[config.mk]
export PLATFORM = sky130hd
export DESIGN_NAME = bcu_branch_condition_unit
export DESIGN_NICKNAME = d
export VERILOG_FILES = /design/src/shared/bcu_pkg.sv /design/src/verilog/bcu_branch_condition_unit.sv
export VERILOG_INCLUDE_DIRS = /design/src /design/src/shared
export SDC_FILE = /design/constraint.sdc
export NUM_CORES = 1
export LEC_CHECK = 0
export ABC_AREA = 1
export BUFFER_PORTS_ARGS = -buffer_cell sky130_fd_sc_hd__buf_4
export CORE_MARGIN = 2
export CORE_UTILIZATION = 35
export DETAILED_ROUTE_END_ITERATION = 10
export HOLD_SLACK_MARGIN = 0.15
export SYNTH_ARGS = -nofsm -noshare
export SYNTH_HDL_FRONTEND = slang
export SYNTH_SLANG_ARGS = --single-unit
[constraint.sdc]
create_clock -name clk_in -period 22.9 [get_ports clk_in]
set_input_delay 2.29 -clock clk_in [delete_from_list [all_inputs] [get_ports clk_in]]
set_output_delay 2.29 -clock clk_in [all_outputs]
set_load 0.01 [all_outputs]
[src/shared/bcu_params.svh]
`ifndef BCU_PARAMS_SVH
`define BCU_PARAMS_SVH

// Register byte offsets
`define BCU_OFF_INSTR     6'h00
`define BCU_OFF_PC        6'h04
`define BCU_OFF_OPERAND   6'h08
`define BCU_OFF_INDEX     6'h0c
`define BCU_OFF_BASE      6'h10
`define BCU_OFF_INDIRECT  6'h14
`define BCU_OFF_CTRL      6'h18
`define BCU_OFF_STATUS    6'h1c
`define BCU_OFF_NEXT_PC   6'h20
`define BCU_OFF_RESULT    6'h24
`define BCU_OFF_EA        6'h28

// Opcodes
`define BCU_OPC_EXC_TEST  8'h9d
`define BCU_OPC_XEQ_TEST  8'h9c
`define BCU_OPC_IDT_HI    5'h11

// Instruction field positions
`define BCU_OPC_MSB       31
`define BCU_OPC_LSB       24
`define BCU_R_MSB         23
`define BCU_R_LSB         20
`define BCU_T_MSB         19
`define BCU_T_LSB         16
`define BCU_M_MSB         15
`define BCU_M_LSB         12
`define BCU_N_MSB         11
`define BCU_IDT_XV_BIT    2
`define BCU_IDT_DEC_BIT   1
`define BCU_IDT_NZ_BIT    0

// Status field positions
`define BCU_ST_EXC_LSB    0
`define BCU_ST_IND_LSB    4
`define BCU_ST_RC_LSB     8
`define BCU_ST_TAKEN_BIT  12

// Reset values
`define BCU_RST_WORD      32'h0000_0000
`define BCU_RST_FLAGS     4'h0
`define BCU_RST_RC        3'h0

// Result code encodings
`define BCU_RC_NEG        3'h4
`define BCU_RC_POS        3'h2
`define BCU_RC_ZERO       3'h1

`endif

[src/shared/bcu_pkg.sv]
package bcu_pkg;

  typedef enum logic [1:0] {
    BCU_OP_NONE = 2'b00,
    BCU_OP_EXC  = 2'b01,
    BCU_OP_XEQ  = 2'b10,
    BCU_OP_IDT  = 2'b11
  } bcu_op_t;

  typedef enum logic [1:0] {
    BCU_WB_NONE   = 2'b00,
    BCU_WB_ACC    = 2'b01,
    BCU_WB_INDEX  = 2'b10,
    BCU_WB_VECTOR = 2'b11
  } bcu_wb_t;

endpackage : bcu_pkg

[src/verilog/bcu_branch_condition_unit.sv]
`timescale 1ns/100ps
`include "bcu_params.svh"
// Behaviour
// - Exception branch when selected flag is set
// - R bits map divide, fixed, expover, expunder
// - Exception flags accumulate until tested
// - Exception branch clears only selected flags
// - Exception branch target like compare branch
// - Target from T, M, N fields
// - Compare code and result code untouched
// - Indicator branch when selected indicator set
// - Executed met condition sets satisfied flag
// - Executed monitor call sets monitor flag
// - Executed branch or monitor call suppressed
// - R codes select satisfied, monitor, both
// - Indicator branch clears only selected bits
// - Four-bit indicator, upper two held zero
// - 88 increments accumulator, branch on zero
// - 8C increments index or vector, zero
// - 89 and 8D increment, branch nonzero
// - 8A and 8E decrement, branch zero
// - 8B and 8F decrement, branch nonzero
// - Result code from sign of new value
module bcu_branch_condition_unit
  import bcu_pkg::*;
(
  input  wire logic        clk_in,
  input  wire logic        rst_in,
  input  wire logic [5:0]  avs_address_in,
  input  wire logic        avs_read_in,
  input  wire logic        avs_write_in,
  input  wire logic [31:0] avs_writedata_in,
  input  wire logic [3:0]  avs_byteenable_in,
  output logic      [31:0] avs_readdata_out,
  output logic             avs_waitrequest_out,
  input  wire logic [3:0]  exc_set_in,
  input  wire logic        xeq_cond_met_in,
  input  wire logic        xeq_monitor_in,
  output logic      [31:0] next_pc_out,
  output logic             branch_taken_out,
  output logic             exec_done_out,
  output logic             wb_valid_out,
  output bcu_wb_t          wb_target_out,
  output logic      [3:0]  wb_index_out,
  output logic      [31:0] wb_value_out,
  output logic      [2:0]  result_code_out,
  output logic      [3:0]  exc_flags_out,
  output logic      [3:0]  indicator_out,
  output logic             monitor_suppress_out
);

  function automatic logic reg_hit(input logic [5:0] addr, input logic [5:0] off);
    reg_hit = (addr[5:2] == off[5:2]);
  endfunction : reg_hit

  function automatic logic [31:0] be_merge(input logic [31:0] old_v,
                                           input logic [31:0] new_v,
                                           input logic [3:0]  be);
    logic [31:0] res;
    res = old_v;
    for (int i = 0; i < 4; i++) begin
      if (be[i]) begin
        res[i*8 +: 8] = new_v[i*8 +: 8];
      end
    end
    be_merge = res;
  endfunction : be_merge

  function automatic logic [2:0] sign_code(input logic [31:0] v);
    if (v == 32'h0000_0000) begin
      sign_code = `BCU_RC_ZERO;
    end else if (v[31]) begin
      sign_code = `BCU_RC_NEG;
    end else begin
      sign_code = `BCU_RC_POS;
    end
  endfunction : sign_code

  function automatic logic mask_hit(input logic [3:0] sel, input logic [3:0] flags);
    mask_hit = |(sel & flags);
  endfunction : mask_hit

  logic [31:0] pc_r;
  logic [31:0] operand_r;
  logic [31:0] index_r;
  logic [31:0] base_r;
  logic [31:0] indirect_r;
  logic        xeq_mode_r;
  logic [31:0] ea_r;
  logic [31:0] result_r;
  logic        bus_req;
  logic        bus_acc;
  logic        exec;
  logic [7:0]  opc;
  logic [3:0]  rf;
  logic [3:0]  tf;
  logic [3:0]  mf;
  logic [11:0] nf;
  bcu_op_t     op;
  logic [31:0] base_part;
  logic [31:0] ea;
  logic [31:0] target;
  logic [31:0] idt_new;
  logic        idt_zero;
  logic        cond;
  logic        taken;
  logic [31:0] seq_pc;
  logic [31:0] pc_nxt;
  logic [3:0]  exc_clr;
  logic [1:0]  ind_clr;
  logic        cond_set;
  logic        mon_set;
  logic [31:0] status;
  logic [31:0] rd_nxt;

  // Bus handshake: one wait cycle, then the access completes
  assign bus_req = avs_read_in | avs_write_in;
  assign bus_acc = bus_req & ~avs_waitrequest_out;
  assign exec    = bus_acc & avs_write_in & reg_hit(avs_address_in, `BCU_OFF_INSTR);

  always_ff @(posedge clk_in or posedge rst_in) begin
    if (rst_in) begin
      avs_waitrequest_out <= 1'b1;
    end else begin
      avs_waitrequest_out <= ~(bus_req & avs_waitrequest_out);
    end
  end

  // Instruction fields
  assign opc = avs_writedata_in[`BCU_OPC_MSB:`BCU_OPC_LSB];
  assign rf  = avs_writedata_in[`BCU_R_MSB:`BCU_R_LSB];
  assign tf  = avs_writedata_in[`BCU_T_MSB:`BCU_T_LSB];
  assign mf  = avs_writedata_in[`BCU_M_MSB:`BCU_M_LSB];
  assign nf  = avs_writedata_in[`BCU_N_MSB:0];

  always_comb begin
    if (opc == `BCU_OPC_EXC_TEST) begin
      op = BCU_OP_EXC;
    end else if (opc == `BCU_OPC_XEQ_TEST) begin
      op = BCU_OP_XEQ;
    end else if (opc[7:3] == `BCU_OPC_IDT_HI) begin
      op = BCU_OP_IDT;
    end else begin
      op = BCU_OP_NONE;
    end
  end

  // Branch target
  always_comb begin
    if (mf == 4'h0) begin
      base_part = pc_r + {{20{nf[11]}}, nf};
    end else begin
      base_part = base_r + {20'h0_0000, nf};
    end
    if (tf[2:0] != 3'h0) begin
      ea = base_part + index_r;
    end else begin
      ea = base_part;
    end
    target = tf[3] ? indirect_r : ea;
  end

  // Modify and test
  assign idt_new  = opc[`BCU_IDT_DEC_BIT] ? operand_r - 32'h0000_0001
                                          : operand_r + 32'h0000_0001;
  assign idt_zero = (idt_new == 32'h0000_0000);

  always_comb begin
    case (op)
      BCU_OP_EXC: cond = mask_hit(rf, exc_flags_out);
      BCU_OP_XEQ: cond = mask_hit(rf, indicator_out);
      BCU_OP_IDT: cond = opc[`BCU_IDT_NZ_BIT] ? ~idt_zero : idt_zero;
      default:    cond = 1'b0;
    endcase
  end

  assign taken  = cond & ~xeq_mode_r;
  assign seq_pc = pc_r + 32'h0000_0001;
  assign pc_nxt = taken ? target : seq_pc;

  // Program counter and next address
  always_ff @(posedge clk_in or posedge rst_in) begin
    if (rst_in) begin
      pc_r             <= `BCU_RST_WORD;
      next_pc_out      <= `BCU_RST_WORD;
      branch_taken_out <= 1'b0;
      ea_r             <= `BCU_RST_WORD;
    end else if (exec) begin
      pc_r             <= pc_nxt;
      next_pc_out      <= pc_nxt;
      branch_taken_out <= taken;
      ea_r             <= ea;
    end else if (bus_acc & avs_write_in & reg_hit(avs_address_in, `BCU_OFF_PC)) begin
      pc_r <= be_merge(pc_r, avs_writedata_in, avs_byteenable_in);
    end
  end

  always_ff @(posedge clk_in or posedge rst_in) begin
    if (rst_in) begin
      exec_done_out <= 1'b0;
    end else begin
      exec_done_out <= exec;
    end
  end

  // Operand and addressing registers
  always_ff @(posedge clk_in or posedge rst_in) begin
    if (rst_in) begin
      operand_r  <= `BCU_RST_WORD;
      index_r    <= `BCU_RST_WORD;
      base_r     <= `BCU_RST_WORD;
      indirect_r <= `BCU_RST_WORD;
      xeq_mode_r <= 1'b0;
    end else if (bus_acc & avs_write_in) begin
      if (reg_hit(avs_address_in, `BCU_OFF_OPERAND)) begin
        operand_r <= be_merge(operand_r, avs_writedata_in, avs_byteenable_in);
      end
      if (reg_hit(avs_address_in, `BCU_OFF_INDEX)) begin
        index_r <= be_merge(index_r, avs_writedata_in, avs_byteenable_in);
      end
      if (reg_hit(avs_address_in, `BCU_OFF_BASE)) begin
        base_r <= be_merge(base_r, avs_writedata_in, avs_byteenable_in);
      end
      if (reg_hit(avs_address_in, `BCU_OFF_INDIRECT)) begin
        indirect_r <= be_merge(indirect_r, avs_writedata_in, avs_byteenable_in);
      end
      if (reg_hit(avs_address_in, `BCU_OFF_CTRL) & avs_byteenable_in[0]) begin
        xeq_mode_r <= avs_writedata_in[0];
      end
    end
  end

  // Write back of the modified register
  always_ff @(posedge clk_in or posedge rst_in) begin
    if (rst_in) begin
      wb_valid_out  <= 1'b0;
      wb_target_out <= BCU_WB_NONE;
      wb_index_out  <= 4'h0;
      wb_value_out  <= `BCU_RST_WORD;
      result_r      <= `BCU_RST_WORD;
    end else begin
      wb_valid_out <= exec & (op == BCU_OP_IDT);
      if (exec & (op == BCU_OP_IDT)) begin
        if (!opc[`BCU_IDT_XV_BIT]) begin
          wb_target_out <= BCU_WB_ACC;
        end else if (rf[3]) begin
          wb_target_out <= BCU_WB_VECTOR;
        end else begin
          wb_target_out <= BCU_WB_INDEX;
        end
        wb_index_out <= rf;
        wb_value_out <= idt_new;
        result_r     <= idt_new;
      end
    end
  end

  // Result code: only the modify-and-test group touches it
  always_ff @(posedge clk_in or posedge rst_in) begin
    if (rst_in) begin
      result_code_out <= `BCU_RST_RC;
    end else if (exec & (op == BCU_OP_IDT)) begin
      result_code_out <= sign_code(idt_new);
    end
  end

  // Exception flags: new events win over the test clear
  assign exc_clr = (exec & (op == BCU_OP_EXC)) ? rf : 4'h0;

  always_ff @(posedge clk_in or posedge rst_in) begin
    if (rst_in) begin
      exc_flags_out <= `BCU_RST_FLAGS;
    end else begin
      exc_flags_out <= (exc_flags_out & ~exc_clr) | exc_set_in;
    end
  end

  // Execute indicators
  assign ind_clr  = (exec & (op == BCU_OP_XEQ)) ? rf[1:0] : 2'h0;
  assign cond_set = xeq_cond_met_in | (exec & xeq_mode_r & cond);
  assign mon_set  = xeq_monitor_in;

  always_ff @(posedge clk_in or posedge rst_in) begin
    if (rst_in) begin
      indicator_out <= `BCU_RST_FLAGS;
    end else begin
      indicator_out <= {2'b00,
                        (indicator_out[1:0] & ~ind_clr) | {mon_set, cond_set}};
    end
  end

  always_ff @(posedge clk_in or posedge rst_in) begin
    if (rst_in) begin
      monitor_suppress_out <= 1'b0;
    end else begin
      monitor_suppress_out <= xeq_monitor_in;
    end
  end

  // Read back
  always_comb begin
    status = 32'h0000_0000;
    status[`BCU_ST_EXC_LSB +: 4] = exc_flags_out;
    status[`BCU_ST_IND_LSB +: 4] = indicator_out;
    status[`BCU_ST_RC_LSB +: 3]  = result_code_out;
    status[`BCU_ST_TAKEN_BIT]    = branch_taken_out;
    rd_nxt = 32'h0000_0000;
    if (reg_hit(avs_address_in, `BCU_OFF_PC)) begin
      rd_nxt = pc_r;
    end else if (reg_hit(avs_address_in, `BCU_OFF_OPERAND)) begin
      rd_nxt = operand_r;
    end else if (reg_hit(avs_address_in, `BCU_OFF_INDEX)) begin
      rd_nxt = index_r;
    end else if (reg_hit(avs_address_in, `BCU_OFF_BASE)) begin
      rd_nxt = base_r;
    end else if (reg_hit(avs_address_in, `BCU_OFF_INDIRECT)) begin
      rd_nxt = indirect_r;
    end else if (reg_hit(avs_address_in, `BCU_OFF_CTRL)) begin
      rd_nxt = {31'h0, xeq_mode_r};
    end else if (reg_hit(avs_address_in, `BCU_OFF_STATUS)) begin
      rd_nxt = status;
    end else if (reg_hit(avs_address_in, `BCU_OFF_NEXT_PC)) begin
      rd_nxt = next_pc_out;
    end else if (reg_hit(avs_address_in, `BCU_OFF_RESULT)) begin
      rd_nxt = result_r;
    end else if (reg_hit(avs_address_in, `BCU_OFF_EA)) begin
      rd_nxt = ea_r;
    end
  end

  always_ff @(posedge clk_in or posedge rst_in) begin
    if (rst_in) begin
      avs_readdata_out <= `BCU_RST_WORD;
    end else if (bus_req & avs_read_in & avs_waitrequest_out) begin
      avs_readdata_out <= rd_nxt;
    end
  end

  // Checks
  a_wait_one_cycle: assert property (@(posedge clk_in) disable iff (rst_in)
    (bus_req & avs_waitrequest_out) |=> !avs_waitrequest_out)
    else $error("waitrequest not released after one cycle");

  a_exc_flag_sticky: assert property (@(posedge clk_in) disable iff (rst_in)
    (exc_set_in != 4'h0) |=> ((exc_flags_out & $past(exc_set_in)) == $past(exc_set_in)))
    else $error("exception event lost");

  a_exc_sel_clear: assert property (@(posedge clk_in) disable iff (rst_in)
    (exec && op == BCU_OP_EXC && exc_set_in == 4'h0) |=>
      (exc_flags_out == ($past(exc_flags_out) & ~$past(rf))))
    else $error("exception clear touched wrong flags");

  a_exc_branch_dec: assert property (@(posedge clk_in) disable iff (rst_in)
    (exec && op == BCU_OP_EXC && !xeq_mode_r) |=>
      (branch_taken_out == ($past(rf & exc_flags_out) != 4'h0)))
    else $error("exception branch decision wrong");

  a_ind_spare_zero: assert property (@(posedge clk_in) disable iff (rst_in)
    indicator_out[3:2] == 2'b00)
    else $error("spare indicator bits not zero");

  a_ind_sel_clear: assert property (@(posedge clk_in) disable iff (rst_in)
    (exec && op == BCU_OP_XEQ && !xeq_cond_met_in && !xeq_monitor_in) |=>
      (indicator_out[1:0] == (($past(indicator_out[1:0]) & ~$past(rf[1:0]))
                              | {1'b0, $past(xeq_mode_r & cond)})))
    else $error("indicator clear touched wrong bits");

  a_rc_unchanged: assert property (@(posedge clk_in) disable iff (rst_in)
    (exec && op != BCU_OP_IDT) |=> $stable(result_code_out))
    else $error("result code changed by branch test");

  a_rc_sign_code: assert property (@(posedge clk_in) disable iff (rst_in)
    (exec && op == BCU_OP_IDT) |=> (result_code_out == sign_code(wb_value_out)))
    else $error("result code does not match new value");

  a_idt_next_pc: assert property (@(posedge clk_in) disable iff (rst_in)
    (exec && op == BCU_OP_IDT && !xeq_mode_r) |=>
      (next_pc_out == ((($past(idt_new) == 32'h0000_0000) ^ $past(opc[0]))
                        ? $past(target) : $past(pc_r) + 32'h0000_0001)))
    else $error("modify-and-test next address wrong");

  a_idt_wb_value: assert property (@(posedge clk_in) disable iff (rst_in)
    (exec && op == BCU_OP_IDT) |=> wb_valid_out ##0
      (wb_value_out == ($past(opc[1]) ? $past(operand_r) - 32'h0000_0001
                                      : $past(operand_r) + 32'h0000_0001)))
    else $error("written back value wrong");

  a_xeq_suppress: assert property (@(posedge clk_in) disable iff (rst_in)
    (exec && xeq_mode_r && cond) |=> (!branch_taken_out && indicator_out[0]))
    else $error("executed branch not suppressed");

endmodule : bcu_branch_condition_unit

---- Word level (Yosys, flattened, before mapping) ----
Cells that the tools add are included.
storage, ports and cells
  register bits after elaboration ......... 309
  output and inout port bits .............. 118
  word-level logic and storage cells ...... 149
cells by class
  add/subtract/negate cells ............... 6
  eq/ne operators ......................... 16
  muxes and demuxes ....................... 32
  bitwise gates (word level) .............. 28
  reduce and logical (&&, ||, !) cells .... 32
operators with widths
  kind                                                                  count
  32-bit two-way mux                                                    17
  32-bit by 1-bit adder with 32-bit output, second input constant       2
  32-bit adder                                                          2
  3-bit AND reduction                                                   16
  32-bit by 12-bit adder with 32-bit output                             1
  32-bit zero test                                                      1
  8-bit two-way mux                                                     4
  32-bit by 1-bit subtractor with 32-bit output, second input constant  1
  4-bit by 3-bit == test with 1-bit output, second input constant       4
  8-bit == test, second input constant                                  2
  1-bit AND                                                             14
  4-bit == test, second input constant                                  3
  2-bit two-way mux                                                     5
  2-bit AND reduction                                                   5
  2-bit nonzero test                                                    5
  4-bit AND                                                             2
  4-bit by 2-bit == test with 1-bit output, second input constant       2
  4-bit zero test                                                       2
  4-bit OR reduction                                                    2
  3-bit two-way mux                                                     2
  5-bit == test, second input constant                                  1
  4-bit by 2-bit AND with 4-bit output                                  1
  2-bit == test, second input constant                                  2
  4-bit by 1-bit == test with 1-bit output, second input constant       1
  12 further kinds                                                      17

---- Longest topological paths before layout ----
  depth after elaboration ................. 11
  depth in mapped cells ................... 30
  gate-level depth less buffers ........... 30

---- Least setup slack after synthesis ----
OpenSTA, ideal clock, no wires.
  path kind ............................... input to register
  start point ............................. input port avs_writedata_in[2]
  end point ............................... register pc_r[26]
  arrival ................................. 5.584 ns
  path slack .............................. 17.186 ns
  cell stages on the path ................. 23
  path through ............................ ha_1 inv_1 o21ai_0 a21boi_0 o21ai_0 inv_1 o21bai_1 a21oi_1 o21ai_0 nand2_1 ha_1 a21oi_1 o21ai_0 a21o_1 a221oi_1 nand2_1 or2_2 nand3_1 o21ai_0 nand2_1 nand2_1 nand2_1 nand4_1
on the way
  cells in the longest elaborated chain, start to end .. 7
ends and longest elaborated chain
  what                                                                       RTL line                                                            source
  start: declaration                                                         bcu_branch_condition_unit.sv:32                                     input wire logic [31:0] avs_writedata_in,
  32-bit by 12-bit adder with 32-bit output or 32-bit adder (tied branches)  bcu_branch_condition_unit.sv:153, bcu_branch_condition_unit.sv:151
  32-bit two-way mux (*)                                                     bcu_branch_condition_unit.sv:150                                    if (mf == 4'h0) begin
  32-bit adder                                                               bcu_branch_condition_unit.sv:156                                    ea = base_part + index_r;
  32-bit two-way mux (*)                                                     bcu_branch_condition_unit.sv:155                                    if (tf[2:0] != 3'h0) begin
  32-bit two-way mux (*)                                                     bcu_branch_condition_unit.sv:160                                    target = tf[3] ? indirect_r : ea;
  32-bit two-way mux (*)                                                     bcu_branch_condition_unit.sv:179                                    assign pc_nxt = taken ? target : seq_pc;
  32-bit two-way mux (*)                                                     bcu_branch_condition_unit.sv:188                                    end else if (exec) begin
  end signal: assignment                                                     bcu_branch_condition_unit.sv:184                                    pc_r <= `BCU_RST_WORD;
  end signal: assignment                                                     bcu_branch_condition_unit.sv:189                                    pc_r <= pc_nxt;
  end signal: assignment                                                     bcu_branch_condition_unit.sv:194                                    pc_r <= be_merge(pc_r, avs_writedata_in, avs_byteenable_in);
  end: declaration                                                           bcu_branch_condition_unit.sv:83                                     logic [31:0] pc_r;
Every way passes the cells marked *; elsewhere a longest branch is shown, timed or not.
A chain may end at the register's enable or synchronous reset.

---- Final worst setup path ----
  start point ............................. input port avs_writedata_in[2]
  end point ............................... register pc_r[22]
The elaborated chain is that of the path after synthesis.

==> impl_results.md <==
- Clock sink count: 309
- Crit end category: flip-flop
- Final period utilization: 0.309
- Avg Vias per Cell: 5.38
- Number of cells on the worst hold path: 1
- Total Negative Setup Slacks: 0 ns
- Combinational Power Share: 0.366
- Number of DRC markers in iteration 0: 2,679
- Post-Place Cell Area: 25,000 sq um
- Max transition margin: 0.217
- Layout Nets: around 3,700
- Finished Layout Cells: 4,428
- Weighted congestion at the end of routability-driven global placement: ~0.99
- CTS H-Tree Depth: 2
- Number of port buffers: between 150 and 200
- Global-route wire length before repair: 137,000 um
- Cell type with the highest aggregate area in the netlist: sky130_fd_sc_hd__dfrtp_1
- Register clock-pin slew on the reported worst setup and hold paths: 0.06 ns
- Number of warnings reported in the yosys synthesis log: 0
- Status: finished, final reports clean
- Most frequently used flop master after synthesis: sky130_fd_sc_hd__dfrtp_1
- Count of nets left with antenna violations after detail routing: 0
- Hold Fails Final Rpt: 0
- End of the worst register-to-register path: pc_r[22]$_DFFE_PP0P_
- Cell count of the worst reg-to-reg path: 26
- Root cell of the clock tree: sky130_fd_sc_hd__clkbuf_16
- Max Slew Vio Count: 0
- Slowest cell on the critical path: sky130_fd_sc_hd__o21ai_0
- Cell area after layout: 26,200 sq um
- Layout-stage area growth over the synthesis result: 14.6%
- Site Rows: 93
- Clock tree from TritonCTS: done
- Overall via count from detail_route: ~24,000
- HPWL after DPL: between 70,000 and 80,000 um
- Upper clock frequency limit: 0.142 GHz
- Core occupancy in the finished layout: 0.406
- Maximum clock skew at final layout: 0.0221 ns
- Floorplan core area: between 60,000 and 70,000 sq um
- Total global-route track usage: 0.270
- Number of buffers inserted during clock tree synthesis: 35
- Maximum clock insertion buffer count: 3
- Sw Pwr: 0.893 mW
- Fraction of layout instances using a drive strength above 1: 0.0904
- Worst VDD drop: between 0.04 and 0.05 mV
- Hold Path Sink: avs_waitrequest_out$_DFF_PP1_
- Post-synthesis sequential area ratio: 0.338
- Setup repair after global routing missed its margin: no
- Number of enable-type register cells in the synthesized netlist: 0
- Number of distinct standard cells referenced by the synthesized netlist: a little under 60
- Total DRC errors in the routed layout: 0
- Peak fanout along the critical path: 4
- Sequential group share of total power: 0.359
- Pin count of the biggest net entering global routing: 119
- Hold-fix buffer count after cts: 0
- Min cycle time layout: approximately 7.1 ns
- Instance count of the mapped netlist: about 3,400
- Die area: between 60,000 and 70,000 sq um
- Cts repair resizes: 0
- Synth area leaders: sky130_fd_sc_hd__dfrtp_1 34%, sky130_fd_sc_hd__nand2_1 18%, sky130_fd_sc_hd__o21ai_0 7.4%
- Critical path startpoint category: input pin
- Switching power as a share of total power: 0.410
- Top cell type's share of synthesized area: 0.337
- Worst Setup Slack, final: ~16 ns
- Number of antenna violations at the first check in global routing: 0
- Leak Pwr: around 13 nW
- Worst slew pin tran: about 1.2 ns
- Classification of the worst setup path: in -> reg
- Post-synthesis cell area: approximately 23,000 sq um
- Commonest non-fill, non-tap cell in the layout: sky130_fd_sc_hd__nand2_1
- Fraction of power consumed by the clock network: 0.275
- Power density relative to cell area: around 83 nW/um^2
- Number of violations of the max-capacitance limit: 0
- Worst endpoint required time: 23.35 ns
- Post-detailed-route wirelength per cell: between 20 and 25 um
- Insertion delay to the later sink of the worst-skew pair: 0.54 ns
- Flip-flop and latch count after synthesis: around 310
- Die width: 260 um
- Pre-CTS setup slack: approximately 15 ns
- Origin of the worst min-delay path: avs_waitrequest_out$_DFF_PP1_
- Post CTS Setup Buffer Count: 0
- Cell count after placement: ~4,400
- Worst stage delay on the critical path: around 0.69 ns
- # setup viols final: 0
- Post-synthesis async set-or-reset flop share: 1.00
- Die boundary height: 260 um
- Initial core utilization: 0.354
- HP Class: reg -> reg
- Number of primary I/O pins: 170
- Launch point of the worst reg-to-reg path: pc_r[2]$_DFFE_PP0P_
- Arrival time of the worst setup path: between 7 and 8 ns
- Total detailed-routing wirelength: between 90,000 and 100,000 um
- Int Pwr: ~1.3 mW
- Internal reg-to-reg setup slack: around 17 ns
- Leading cell types in the layout, fill and taps excluded: 1,090 x sky130_fd_sc_hd__nand2_1, 419 x sky130_fd_sc_hd__inv_1, 337 x sky130_fd_sc_hd__o21ai_0, 308 x sky130_fd_sc_hd__dfrtp_1
- Residual overflow from global routing: 0
- Synthesized area per cell: between 6 and 7 sq um
- Total iterations of the first detailed-routing run: 5
- Critical Path Source: avs_writedata_in[2]
- Number of global-route vias before repair: approximately 22,000
## cell type report
| cell class | instances | area, sq um |
|---|---|---|
| clock buffer | 54 | 1100 |
| antenna | 1 | 2.50 |
| clock inverter | 6 | 108 |
| fill | 6914 | 38400 |
| tap | 855 | 1070 |
| multi-input combinational | 2586 | 13200 |
| sequential | 309 | 7730 |
| inverter | 423 | 1600 |
| timing repair buffer | 194 | 1460 |
## Yosys cell counts, drive strengths merged (10+ instances only)
cell type,instances
nor4,18
o21bai,12
buf,13
xor2,44
or2,15
inv,422
a31oi,37
xnor2,19
nor3,31
o22ai,30
ha,111
nor2,253
o2111ai,16
o211ai,10
dfrtp,308
o21ai,342
a221oi,19
nand4,49
a21oi,163
nand2,1100
nand3b,17
nand3,248
clkbuf,94
## critical path, delay by kind of cell
| kind | cells | cell delay (ns) |
|---|---|---|
| xor gates and xnor gates | 1 | 0.21 |
| adders and majority gates | 2 | 0.63 |
| and+or+nand+nor | 10 | 1.04 |
| AOI/OAI and AO/OA | 7 | 2.50 |
| muxes | 1 | 0.16 |
| buffers and inverters | 6 | 0.68 |
## registers in the layout, summed over array words and instances (netlist names)
register	flops
avs_readdata_out	32
operand_r	32
base_r	32
next_pc_out	32
wb_valid_out	1
xeq_mode_r	1
wb_target_out	2
exec_done_out	1
result_r	32
wb_index_out	4
branch_taken_out	1
pc_r	32
index_r	32
monitor_suppress_out	1
indicator_out	2
ea_r	32
exc_flags_out	4
result_code_out	3
indirect_r	32
avs_waitrequest_out	1
## per-stage QoR
stage	hold slack (ns)	power, mW
after detailed placement	0.473	1.56
after global routing	0.494	2.30
after CTS	0.488	2.16
after global placement	0.464	1.55
after floorplan	0.450	1.26
final	0.487	2.18
## worst max-delay path by stage
stage                                 endpoint  slack, ns
2_1_floorplan  avs_readdata_out[0]$_DFFE_PP0P_      12.07
3_3_place_gp              pc_r[22]$_DFFE_PP0P_      15.55
3_5_place_dp              pc_r[22]$_DFFE_PP0P_      15.39
4_1_cts                   pc_r[22]$_DFFE_PP0P_      15.91
5_1_grt                   pc_r[22]$_DFFE_PP0P_      15.30
6_report                  pc_r[22]$_DFFE_PP0P_      15.83
## logic make-up after synthesis
kind of cell	synth area share
other	0.000164
DFF	0.338
muxes	0.00175
AOI/OAI and AO/OA	0.161
and+or+nand+nor	0.322
adders and majority gates	0.0642
buffers and inverters	0.0888
xor gates and xnor gates	0.0241
## routing by layer
| metal | wire [um] | up-vias | share of wire | track usage |
|---|---|---|---|---|
| met5 | 0 | - | 0 | 0 |
| met4 | 3240 | 0 | 0.035 | 0.0905 |
| met3 | 7110 | 136 | 0.077 | 0.0306 |
| met2 | 40500 | 973 | 0.44 | 0.417 |
| met1 | 42000 | 11200 | 0.45 | 0.392 |
| li1 | - | 11500 | - | - |
## power groups by stage
| stage | clock network (mW) | registers, mW | logic (mW) |
|---|---|---|---|
| finish | 0.599 | 0.780 | 0.796 |
| global route | 0.626 | 0.787 | 0.891 |
| CTS | 0.607 | 0.772 | 0.785 |
| detailed placement | 0 | 0.781 | 0.779 |
| global placement | 0 | 0.781 | 0.774 |
| floorplan | 0 | 0.729 | 0.529 |
Power figures use the tool's default switching activity.
